<file path="config.mk">
export PLATFORM = sky130hd
export DESIGN_NAME = exc_unit
export DESIGN_NICKNAME = d
export VERILOG_FILES = /design/src/rtl/exc_pkg.sv /design/src/rtl/exc_unit.sv
export VERILOG_INCLUDE_DIRS = /design/src /design/src/rtl
export SDC_FILE = /design/constraint.sdc
export NUM_CORES = 1
export LEC_CHECK = 0
export BUFFER_PORTS_ARGS = -buffer_cell sky130_fd_sc_hd__buf_2
export CAP_MARGIN = 25
export CORE_MARGIN = 2
export CORE_UTILIZATION = 30
export CTS_BUF_LIST = sky130_fd_sc_hd__clkbuf_16
export DETAILED_ROUTE_END_ITERATION = 12
export PLACE_DENSITY = 0.52
export REMOVE_ABC_BUFFERS = 1
export SYNTH_ARGS = -nofsm -noshare
export SYNTH_HDL_FRONTEND = slang
export SYNTH_SLANG_ARGS = --single-unit
</file>
<file path="constraint.sdc">
create_clock -name clk_in -period 5.4 [get_ports clk_in]
set_clock_uncertainty 0.1 [all_clocks]
set_input_delay 0.54 -clock clk_in [delete_from_list [all_inputs] [get_ports clk_in]]
set_output_delay 0.54 -clock clk_in [all_outputs]
set_load 0.1 [all_outputs]
</file>
<file path="src/rtl/exc_map.svh">
`ifndef EXC_MAP_SVH
`define EXC_MAP_SVH
`define EXC_ACK_MASKABLE 32'h00fffe00
`define EXC_ACK_NMI 32'h00ffff00
`define EXC_ST_ACK_MASTER 4'h4
`define EXC_ST_ACK_CASC 4'h5
`define EXC_ST_EOI_MASTER 4'h6
`define EXC_ST_EOI_CASC 4'h7
`define EXC_ST_DATA 4'ha
`define EXC_SZ_BYTE 2'h0
`define EXC_SZ_DWORD 2'h2
`define EXC_PSW_T 1
`define EXC_PSW_U 8
`define EXC_PSW_S 9
`define EXC_PSW_P 10
`define EXC_PSW_I 11
`define EXC_PSW_RESET 16'h0000
`define EXC_DISPATCH_TABLE_BASE_RESET 32'h00000000
`define EXC_NMI_VECTOR 8'h01
`define EXC_SEL_PC 3'h0
`define EXC_SEL_PSW 3'h1
`define EXC_SEL_MOD 3'h2
`define EXC_SEL_SB 3'h3
`define EXC_SEL_SP 3'h4
`define EXC_SEL_ISP 3'h5
`define EXC_SEL_DISPATCH_TABLE_BASE 3'h6
`define EXC_PROG_BASE_OFS 32'h00000008
`endif

</file>
<file path="src/rtl/exc_pkg.sv">
`default_nettype none
package exc_pkg;
    typedef enum logic [15:0] {
        EXC_IDLE = 16'h0001,
        EXC_ENTRY = 16'h0002,
        EXC_ACK = 16'h0004,
        EXC_CTBL = 16'h0008,
        EXC_CACK = 16'h0010,
        EXC_DESC = 16'h0020,
        EXC_PUSHM = 16'h0040,
        EXC_PUSHP = 16'h0080,
        EXC_SBRD = 16'h0100,
        EXC_PBRD = 16'h0200,
        EXC_POPP = 16'h0400,
        EXC_POPM = 16'h0800,
        EXC_RSB = 16'h1000,
        EXC_EOI = 16'h2000,
        EXC_ETBL = 16'h4000,
        EXC_ECAS = 16'h8000
    } exc_state_t;
    typedef enum logic [2:0] {
        EXC_SRC_TRAP = 3'h1,
        EXC_SRC_NMI = 3'h2,
        EXC_SRC_INT = 3'h4
    } exc_src_t;
endpackage : exc_pkg
`default_nettype wire

</file>
<file path="src/rtl/exc_unit.sv">
`include "exc_map.svh"
`default_nettype none
module exc_unit
    import exc_pkg::*;
(
    input wire logic clk_in,
    input wire logic arst_n_in,
    input wire logic int_n_in,
    input wire logic nmi_in,
    input wire logic trap_in,
    input wire logic [7:0] trap_vec_in,
    input wire logic boundary_in,
    input wire logic ret_trap_in,
    input wire logic ret_int_in,
    input wire logic [15:0] ret_bytes_in,
    input wire logic set_configuration_instr_in,
    input wire logic cfg_vec_in,
    input wire logic wr_en_in,
    input wire logic [2:0] wr_sel_in,
    input wire logic [31:0] wr_data_in,
    input wire logic bus_done_in,
    input wire logic [31:0] bus_rdata_in,
    output logic bus_req_out,
    output logic bus_write_out,
    output logic [31:0] bus_addr_out,
    output logic [3:0] bus_status_out,
    output logic [1:0] bus_size_out,
    output logic [31:0] bus_wdata_out,
    output logic busy_out,
    output logic [31:0] pc_out,
    output logic [15:0] psw_out,
    output logic [15:0] mod_out,
    output logic [31:0] sb_out,
    output logic [31:0] sp_out,
    output logic [31:0] isp_out,
    output logic [31:0] dispatch_table_base_out,
    output logic cfg_vec_out,
    output logic [7:0] vec_out
);
    exc_state_t state_ff, nxt_state;
    exc_src_t src_ff;
    logic int_s1_ff, int_s2_ff, int_s3_ff, int_lvl_ff;
    logic nmi_pend_ff, return_from_maskable_ff, cfg_vec_ff;
    logic bus_req_ff, bus_write_ff, busy_ff;
    logic [15:0] psw_ff, psw_tmp_ff, mod_ff, ret_bytes_ff;
    logic [31:0] pc_ff, sb_ff, sp_ff, isp_ff, dispatch_table_base_ff;
    logic [31:0] caddr_ff, desc_ff, bus_addr_ff, bus_wdata_ff;
    logic [7:0] vec_ff;
    logic [3:0] bus_status_ff;
    logic [1:0] bus_size_ff;
    logic idle, int_go, trap_go, nmi_go, nxt_write;
    logic [31:0] nxt_addr, nxt_wdata;
    logic [3:0] nxt_status;
    logic [1:0] nxt_size;
    logic [7:0] casc_byte;

    // cascade table entry: base plus sign-extended index times four
    function automatic logic [31:0] casc_entry(
        input logic [31:0] base,
        input logic [7:0] idx
    );
        casc_entry = base + {{22{idx[7]}}, idx, 2'b00};
    endfunction : casc_entry

    function automatic logic is_bus(input exc_state_t st);
        is_bus = !(st == EXC_IDLE || st == EXC_ENTRY);
    endfunction : is_bus

    assign idle = (state_ff == EXC_IDLE);
    assign trap_go = idle && trap_in;
    assign nmi_go = idle && !trap_in && boundary_in && nmi_pend_ff;
    // level, not edge: a held request re-enters after every return
    assign int_go = idle && !trap_in && !nmi_pend_ff && boundary_in
        && !int_lvl_ff && psw_ff[`EXC_PSW_I];
    // cascaded controller answers in the lane picked by address bit 0
    assign casc_byte = caddr_ff[0] ? bus_rdata_in[15:8]
        : bus_rdata_in[7:0];

    // pin synchroniser; a change counts once stages two and three agree
    always_ff @(posedge clk_in or negedge arst_n_in) begin
        if (!arst_n_in) begin
            int_s1_ff <= 1'b1;
            int_s2_ff <= 1'b1;
            int_s3_ff <= 1'b1;
            int_lvl_ff <= 1'b1;
        end else begin
            int_s1_ff <= int_n_in;
            int_s2_ff <= int_s1_ff;
            int_s3_ff <= int_s2_ff;
            if (int_s2_ff == int_s3_ff) begin
                int_lvl_ff <= int_s3_ff;
            end
        end
    end

    // a new nmi in the cycle it is taken stays pending
    always_ff @(posedge clk_in or negedge arst_n_in) begin
        if (!arst_n_in) begin
            nmi_pend_ff <= 1'b0;
        end else if (nmi_in) begin
            nmi_pend_ff <= 1'b1;
        end else if (nmi_go) begin
            nmi_pend_ff <= 1'b0;
        end
    end

    always_comb begin
        nxt_state = state_ff;
        case (state_ff)
            EXC_IDLE: begin
                if (trap_go || nmi_go || int_go) begin
                    nxt_state = EXC_ENTRY;
                end else if (ret_trap_in || ret_int_in) begin
                    nxt_state = EXC_POPP;
                end
            end
            EXC_ENTRY: begin
                nxt_state = (src_ff == EXC_SRC_TRAP) ? EXC_DESC
                    : EXC_ACK;
            end
            EXC_ACK: begin
                if (bus_done_in) begin
                    if (src_ff == EXC_SRC_INT && cfg_vec_ff
                        && bus_rdata_in[7]) begin
                        nxt_state = EXC_CTBL;
                    end else begin
                        nxt_state = EXC_DESC;
                    end
                end
            end
            EXC_CTBL: if (bus_done_in) nxt_state = EXC_CACK;
            EXC_CACK: if (bus_done_in) nxt_state = EXC_DESC;
            EXC_DESC: if (bus_done_in) nxt_state = EXC_PUSHM;
            EXC_PUSHM: if (bus_done_in) nxt_state = EXC_PUSHP;
            EXC_PUSHP: if (bus_done_in) nxt_state = EXC_SBRD;
            EXC_SBRD: if (bus_done_in) nxt_state = EXC_PBRD;
            EXC_PBRD: if (bus_done_in) nxt_state = EXC_IDLE;
            EXC_POPP: if (bus_done_in) nxt_state = EXC_POPM;
            EXC_POPM: if (bus_done_in) nxt_state = EXC_RSB;
            EXC_RSB: begin
                if (bus_done_in) begin
                    nxt_state = return_from_maskable_ff ? EXC_EOI : EXC_IDLE;
                end
            end
            EXC_EOI: begin
                if (bus_done_in) begin
                    nxt_state = (cfg_vec_ff && bus_rdata_in[7])
                        ? EXC_ETBL : EXC_IDLE;
                end
            end
            EXC_ETBL: if (bus_done_in) nxt_state = EXC_ECAS;
            EXC_ECAS: if (bus_done_in) nxt_state = EXC_IDLE;
            default: nxt_state = EXC_IDLE;
        endcase
    end

    // bus set-up for the state about to be entered
    always_comb begin
        nxt_addr = 32'h00000000;
        nxt_write = 1'b0;
        nxt_status = `EXC_ST_DATA;
        nxt_size = `EXC_SZ_DWORD;
        nxt_wdata = 32'h00000000;
        case (nxt_state)
            EXC_ACK: begin
                nxt_addr = (src_ff == EXC_SRC_NMI) ? `EXC_ACK_NMI
                    : `EXC_ACK_MASKABLE;
                nxt_status = `EXC_ST_ACK_MASTER;
                nxt_size = `EXC_SZ_BYTE;
            end
            EXC_CTBL, EXC_ETBL: begin
                nxt_addr = casc_entry(dispatch_table_base_ff,
                    bus_rdata_in[7:0]);
            end
            EXC_CACK: begin
                nxt_addr = bus_rdata_in;
                nxt_status = `EXC_ST_ACK_CASC;
                nxt_size = `EXC_SZ_BYTE;
            end
            EXC_DESC: nxt_addr = dispatch_table_base_ff + {22'h0, vec_src(), 2'b00};
            EXC_PUSHM: begin
                nxt_write = 1'b1;
                nxt_addr = isp_ff - 32'h00000004;
                nxt_wdata = {psw_tmp_ff, mod_ff};
            end
            // isp only moves at the done edge, so this slot is isp-8
            EXC_PUSHP: begin
                nxt_write = 1'b1;
                nxt_addr = isp_ff - 32'h00000008;
                nxt_wdata = pc_ff;
            end
            EXC_SBRD: nxt_addr = {16'h0000, desc_ff[15:0]};
            EXC_PBRD: nxt_addr = {16'h0000, desc_ff[15:0]}
                + `EXC_PROG_BASE_OFS;
            EXC_POPP: nxt_addr = isp_ff;
            EXC_POPM: nxt_addr = isp_ff + 32'h00000004;
            EXC_RSB: nxt_addr = {16'h0000, bus_rdata_in[15:0]};
            EXC_EOI: begin
                nxt_addr = `EXC_ACK_MASKABLE;
                nxt_status = `EXC_ST_EOI_MASTER;
                nxt_size = `EXC_SZ_BYTE;
            end
            EXC_ECAS: begin
                nxt_addr = bus_rdata_in;
                nxt_status = `EXC_ST_EOI_CASC;
                nxt_size = `EXC_SZ_BYTE;
            end
            default: nxt_addr = 32'h00000000;
        endcase
    end

    // vector that the descriptor read is about to use
    function automatic logic [7:0] vec_src();
        if (state_ff == EXC_ENTRY) begin
            vec_src = vec_ff;
        end else if (state_ff == EXC_CACK) begin
            vec_src = casc_byte;
        end else if (src_ff == EXC_SRC_NMI) begin
            vec_src = `EXC_NMI_VECTOR;
        end else if (!cfg_vec_ff) begin
            vec_src = 8'h00;
        end else begin
            vec_src = bus_rdata_in[7:0];
        end
    endfunction : vec_src

    always_ff @(posedge clk_in or negedge arst_n_in) begin
        if (!arst_n_in) begin
            state_ff <= EXC_IDLE;
            busy_ff <= 1'b0;
            bus_req_ff <= 1'b0;
            bus_write_ff <= 1'b0;
            bus_addr_ff <= 32'h00000000;
            bus_status_ff <= `EXC_ST_DATA;
            bus_size_ff <= `EXC_SZ_DWORD;
            bus_wdata_ff <= 32'h00000000;
        end else begin
            state_ff <= nxt_state;
            busy_ff <= (nxt_state != EXC_IDLE);
            bus_req_ff <= is_bus(nxt_state);
            // latched on entry only: must not follow rdata while waiting
            if (nxt_state != state_ff) begin
                bus_write_ff <= nxt_write;
                bus_addr_ff <= nxt_addr;
                bus_status_ff <= nxt_status;
                bus_size_ff <= nxt_size;
                bus_wdata_ff <= nxt_wdata;
            end
        end
    end

    // entry bookkeeping: source, vector, table values
    always_ff @(posedge clk_in or negedge arst_n_in) begin
        if (!arst_n_in) begin
            src_ff <= EXC_SRC_TRAP;
            return_from_maskable_ff <= 1'b0;
            vec_ff <= 8'h00;
            caddr_ff <= 32'h00000000;
            desc_ff <= 32'h00000000;
            ret_bytes_ff <= 16'h0000;
        end else begin
            if (trap_go) begin
                src_ff <= EXC_SRC_TRAP;
                vec_ff <= trap_vec_in;
            end else if (nmi_go) begin
                src_ff <= EXC_SRC_NMI;
            end else if (int_go) begin
                src_ff <= EXC_SRC_INT;
            end else if (idle && (ret_trap_in || ret_int_in)) begin
                return_from_maskable_ff <= ret_int_in && !ret_trap_in;
                // return_from_maskable never discards parameters
                ret_bytes_ff <= ret_int_in ? 16'h0000
                    : ret_bytes_in;
            end
            if (bus_done_in) begin
                case (state_ff)
                    EXC_ACK: vec_ff <= vec_src();
                    EXC_CTBL: caddr_ff <= bus_rdata_in;
                    EXC_CACK: vec_ff <= casc_byte;
                    EXC_DESC: desc_ff <= bus_rdata_in;
                    default: caddr_ff <= caddr_ff;
                endcase
            end
        end
    end

    // architectural registers; bus results outrank core writes
    always_ff @(posedge clk_in or negedge arst_n_in) begin
        if (!arst_n_in) begin
            psw_ff <= `EXC_PSW_RESET;
            psw_tmp_ff <= `EXC_PSW_RESET;
            mod_ff <= 16'h0000;
            pc_ff <= 32'h00000000;
            sb_ff <= 32'h00000000;
            sp_ff <= 32'h00000000;
            isp_ff <= 32'h00000000;
            dispatch_table_base_ff <= `EXC_DISPATCH_TABLE_BASE_RESET;
        end else if (state_ff == EXC_ENTRY) begin
            psw_tmp_ff <= psw_ff;
            psw_ff[`EXC_PSW_S] <= 1'b0;
            psw_ff[`EXC_PSW_U] <= 1'b0;
            psw_ff[`EXC_PSW_T] <= 1'b0;
            psw_ff[`EXC_PSW_P] <= 1'b0;
            if (src_ff != EXC_SRC_TRAP) begin
                psw_ff[`EXC_PSW_I] <= 1'b0;
            end
        end else if (bus_done_in) begin
            case (state_ff)
                EXC_PUSHM: isp_ff <= isp_ff - 32'h00000004;
                EXC_PUSHP: isp_ff <= isp_ff - 32'h00000004;
                EXC_SBRD: begin
                    mod_ff <= desc_ff[15:0];
                    sb_ff <= bus_rdata_in;
                end
                EXC_PBRD: begin
                    pc_ff <= bus_rdata_in
                        + {16'h0000, desc_ff[31:16]};
                end
                EXC_POPP: begin
                    pc_ff <= bus_rdata_in;
                    isp_ff <= isp_ff + 32'h00000004;
                end
                EXC_POPM: begin
                    psw_ff <= bus_rdata_in[31:16];
                    mod_ff <= bus_rdata_in[15:0];
                    isp_ff <= isp_ff + 32'h00000004;
                end
                EXC_RSB: begin
                    sb_ff <= bus_rdata_in;
                    sp_ff <= sp_ff + {16'h0000, ret_bytes_ff};
                end
                default: sb_ff <= sb_ff;
            endcase
        end else if (idle && wr_en_in) begin
            case (wr_sel_in)
                `EXC_SEL_PC: pc_ff <= wr_data_in;
                `EXC_SEL_PSW: psw_ff <= wr_data_in[15:0];
                `EXC_SEL_MOD: mod_ff <= wr_data_in[15:0];
                `EXC_SEL_SB: sb_ff <= wr_data_in;
                `EXC_SEL_SP: sp_ff <= wr_data_in;
                `EXC_SEL_ISP: isp_ff <= wr_data_in;
                `EXC_SEL_DISPATCH_TABLE_BASE: dispatch_table_base_ff <= wr_data_in;
                default: pc_ff <= pc_ff;
            endcase
        end
    end

    always_ff @(posedge clk_in or negedge arst_n_in) begin
        if (!arst_n_in) begin
            cfg_vec_ff <= 1'b0;
        end else if (set_configuration_instr_in) begin
            cfg_vec_ff <= cfg_vec_in;
        end
    end

    assign bus_req_out = bus_req_ff;
    assign bus_write_out = bus_write_ff;
    assign bus_addr_out = bus_addr_ff;
    assign bus_status_out = bus_status_ff;
    assign bus_size_out = bus_size_ff;
    assign bus_wdata_out = bus_wdata_ff;
    assign busy_out = busy_ff;
    assign pc_out = pc_ff;
    assign psw_out = psw_ff;
    assign mod_out = mod_ff;
    assign sb_out = sb_ff;
    assign sp_out = sp_ff;
    assign isp_out = isp_ff;
    assign dispatch_table_base_out = dispatch_table_base_ff;
    assign cfg_vec_out = cfg_vec_ff;
    assign vec_out = vec_ff;
endmodule : exc_unit
`default_nettype wire

</file>
==> results.py <==
metrics = {
    "critical_path": {
        "path_delay_family": "compound AO/OA/AOI/OAI gates",
        "timing.critical_path.arrival_ns": 5.57,
        "path_class": "reg -> reg",
        "cp_slowest_stage_delay_ns": 0.44,
        "critical_path.max_fanout": 9,
        "worstPathBufferInverterCount": 1,
        "cp_common_cell": "sky130_fd_sc_hd__nand2_1",
        "crit_path_cell_trace": "buf_4 -> nor4b_1 -> nand2_1 -> o22a_1 -> nor4bb_2 -> o21a_1 -> a41o_2 -> nand2_1 -> o21ai_0 -> ha_1 -> or2_2 -> a21oi_1 -> a21oi_2 -> a41o_2 -> a31o_2 -> a31o_2 -> o41ai_2 -> xor2_1 -> nand2_1 -> a41oi_2",
        "startpoint_type": "flop",
        "cell_with_the_largest_stage_delay_on_the_worst_path": "sky130_fd_sc_hd__dfrtp_1",
        "crit_required_ns": 5.82,
        "crit_path_end_kind": "flop",
    },
    "floorplanning": {
        "fp.dieH_um": 283,
        "fp-row-count": 102,
        "placeableCoreArea_um2": 77200,
        "die_ar_um2": 79900,
        "top_level_ports": 377,
        "initial_utilization": 0.302,
        "die_width_um": 283,
    },
    "status": {
        "status": "complete, no violations",
    },
    "synthesis": {
        "ys_seq_elements": 362,
        "synthFlopType": "sky130_fd_sc_hd__dfrtp_1",
        "muxShareOfSynthArea": 0.0787,
        "yosysWarningCount": 0,
        "synth_compound_gate_area_share": 0.234,
        "synth_top_family_by_area": "compound AO/OA/AOI/OAI gates",
        "synthesis.area_per_instance_um2": 8.73,
        "seq_area_frac_synth": 0.389,
        "post_synth_fa_ha_maj_area_fraction": 0.0406,
        "synthDominantAreaCellType": "sky130_fd_sc_hd__dfrtp_1",
        "synth_xor_area_frac": 0.0252,
        "post_synth_simple_gate_area": 0.189,
        "synth_enable_flop_cells": 0,
        "synth_cells": 2670,
        "synthArstFlopShare": 1.00,
        "syn_area_um2": 23300,
        "ys_top_cells_by_area": "sky130_fd_sc_hd__dfrtp_1 38%, sky130_fd_sc_hd__mux2_2 5.8%, sky130_fd_sc_hd__nand2_1 5.7%",
        "yosys.cell_types.count": 89,
        "post-synth-top-area-fraction": 0.380,
    },
    "detailed_routing": {
        "wire_length_reported_by_the_detailed_router_um": 111000,
        "drt_first_iter_violations": 2236,
        "average_via_count_per_standard_cell": 5.69,
        "drt_pass1_iterations": 6,
        "drc": 0,
        "detail_route.wl_per_cell_um": 27.2,
        "vias": 23300,
        "drt.antenna.violating_nets": 0,
    },
    "global_routing": {
        "gr-usage-all-layers": 0.273,
        "first_global_vias": 22100,
        "grt_pass1_wl_um": 159000,
        "grt_antenna_before_repair": 11,
        "overflow": 0,
        "grt_max_degree": 101,
    },
    "clock_network": {
        "cts_htree_levels": 2,
        "cts_tree": "yes",
        "max-clock-path-buffers": 3,
        "clk_latency_ns": 0.61,
        "cts-buffers-inserted": 47,
        "ctsRootBufferMaster": "sky130_fd_sc_hd__clkbuf_16",
        "clock_sink_count": 362,
        "clk_pin_slew_worst_paths_ns": 0.06,
    },
    "pwr": {
        "p_total_mw": 19.7,
        "power.internal_mw": 8.06,
        "power_share_of_the_clock_group": 0.156,
        "p_leak_nw": 13.2,
        "share_comb_of_total_power": 0.597,
        "net-switching-power_mw": 11.6,
        "p_per_area_nw_per_um2": 699,
        "peakVddDrop_uv": 599,
        "p_seq_frac": 0.248,
        "power.share.switching": 0.590,
    },
    "timing": {
        "setup_tns_ns": 0,
        "setup_ws_ns": 0.248,
        "grt_setup_unrepaired": "no",
        "max_slew_violation_count": 0,
        "timing_hold_violations_final": 0,
        "timing.final.crit_share": 0.954,
        "setup_viol_count_final": 0,
        "period_minus_slack_ns": 5.15,
        "max_slew.worst_pin.slew_ns": 1.00,
        "achievable_frequency_mhz": 194,
        "worst_slew_margin_rel": 0.331,
    },
    "layout": {
        "area.sequential_um2": 9070,
        "area.growth.synth_to_final_pct": 20.8,
        "drive_gt1_frac": 0.247,
        "finalNetCount": 3191,
        "most_used_cells_in_the_layout_excluding_fill_and_tap_cells": "374 x sky130_fd_sc_hd__buf_2, 353 x sky130_fd_sc_hd__nand2_1, 353 x sky130_fd_sc_hd__dfrtp_1",
        "multiInputGateArea_um2": 13300,
        "final.fill_count": 8059,
        "design_area_um2": 28200,
        "final_core_utilization": 0.365,
        "commonest_non_fill_non_tap_cell_in_the_layout": "sky130_fd_sc_hd__buf_2",
    },
    "place": {
        "numPortBuffers": 375,
        "placed_area_um2": 26500,
        "globalplace.congestion": 0.972,
        "place_worst_setup_slack_ns": 0.0791,
        "hpwl_um": 82300,
    },
    "flow_run": {
        "max_capacitance_violation_count": 0,
    },
    "min_path": {
        "hold_path.class": "in -> reg",
    },
}
## path summary, 6_finish.rpt
check / depth (start not counted) / from / slack, ns / to
worst max register to register: 20 / state_ff[10]$_DFF_PN0_ / 0.25 / bus_addr_out[31]$_DFFE_PN0P_
min in group asynchronous: 2 / arst_n_in / 0.49 / ret_bytes_ff[2]$_DFFE_PN0P_
max in group asynchronous: 3 / arst_n_in / 3.55 / sp_out[5]$_DFFE_PN0P_
worst max-delay path: 20 / state_ff[10]$_DFF_PN0_ / 0.25 / bus_addr_out[31]$_DFFE_PN0P_
worst min register to register: 0 / int_s1_ff$_DFF_PN1_ / 0.25 / int_s2_ff$_DFF_PN1_
worst min-delay path: 2 / ret_bytes_in[13] / 0.05 / ret_bytes_ff[13]$_DFFE_PN0P_
## flip-flops by register name, indices dropped and copies added, names as in the netlist, 32 cells and up
signal / cells
desc_ff: 32
isp_out: 32
pc_out: 32
bus_addr_out: 32
sp_out: 32
sb_out: 32
dispatch_table_base_out: 32
bus_wdata_out: 32
## cell type report
cell class | instances | area share
diodes | 6 | 0.000533
clock buffers | 48 | 0.0427
clock inverters | 35 | 0.00893
inverters | 41 | 0.00547
multi-input cells | 2073 | 0.474
flip-flops and latches | 362 | 0.322
well taps | 1040 | 0.0462
repair buffers | 490 | 0.100
## metal layers
metal	routed length (um)	track usage	vias up
li1	-	-	10600
met2	49200	0.422	1005
met3	8390	0.0571	197
met4	5180	0.114	8
met1	48400	0.369	11500
met5	51	0	-
## through the flow
step                      std cells  hold WS, ns
after floorplan                2476        0.144
after global placement         3997        0.249
after detailed placement       3997        0.248
after CTS                      4082       0.0139
after global routing           4092       0.0310
final                          4095       0.0471
## synth_stat cells (all sizes together) (10+ instances only)
| cell | n |
|---|---|
| xnor2 | 41 |
| a41oi | 14 |
| and3 | 42 |
| clkbuf | 131 |
| and2 | 17 |
| o31ai | 26 |
| nand3 | 91 |
| a211oi | 12 |
| inv | 40 |
| nand2b | 13 |
| or2 | 10 |
| or3 | 25 |
| o22ai | 49 |
| a21o | 42 |
| o21ai | 198 |
| ha | 70 |
| nor3 | 51 |
| or4 | 11 |
| a22oi | 17 |
| dfrtp | 354 |
| nand4 | 24 |
| xor2 | 26 |
| o21a | 11 |
| buf | 63 |
| nor4 | 17 |
| a21oi | 239 |
| nor2 | 195 |
| nor2b | 33 |
| mux2 | 131 |
| a211o | 10 |
| a22o | 49 |
| mux2i | 32 |
| a221oi | 17 |
| a31oi | 59 |
| nand2 | 353 |
## power by group through the flow
stage	clock network (mW)	registers (mW)	logic (mW)
final	3.07	4.87	11.7
after global placement	0	4.91	11.6
after global routing	3.22	5.00	12.4
after floorplan	0	9.82	3.65
after CTS	3.13	4.87	11.7
after detailed placement	0	4.90	11.6
## cells by family (layout without fill, tap and decap cells)
kind of cell    Yosys count  in the layout
simple gates            915            915
other cells               1              7
xor+xnor                 67             67
buf+inv                 235            614
fa+ha+maj                74             74
mux                     163            163
flops                   362            362
compound gates          853            853
## repair_timing
| item | CTS | global route |
|---|---|---|
| endpoints found under the hold margin | 96 | 0 |
| setup endpoints to repair | 0 | 15 |
| gates resized for setup | 0 | 17 |
| hold buffers | 2 | 0 |
| buffers inserted | 0 | 6 |
(Power assumes the default switching activity.)
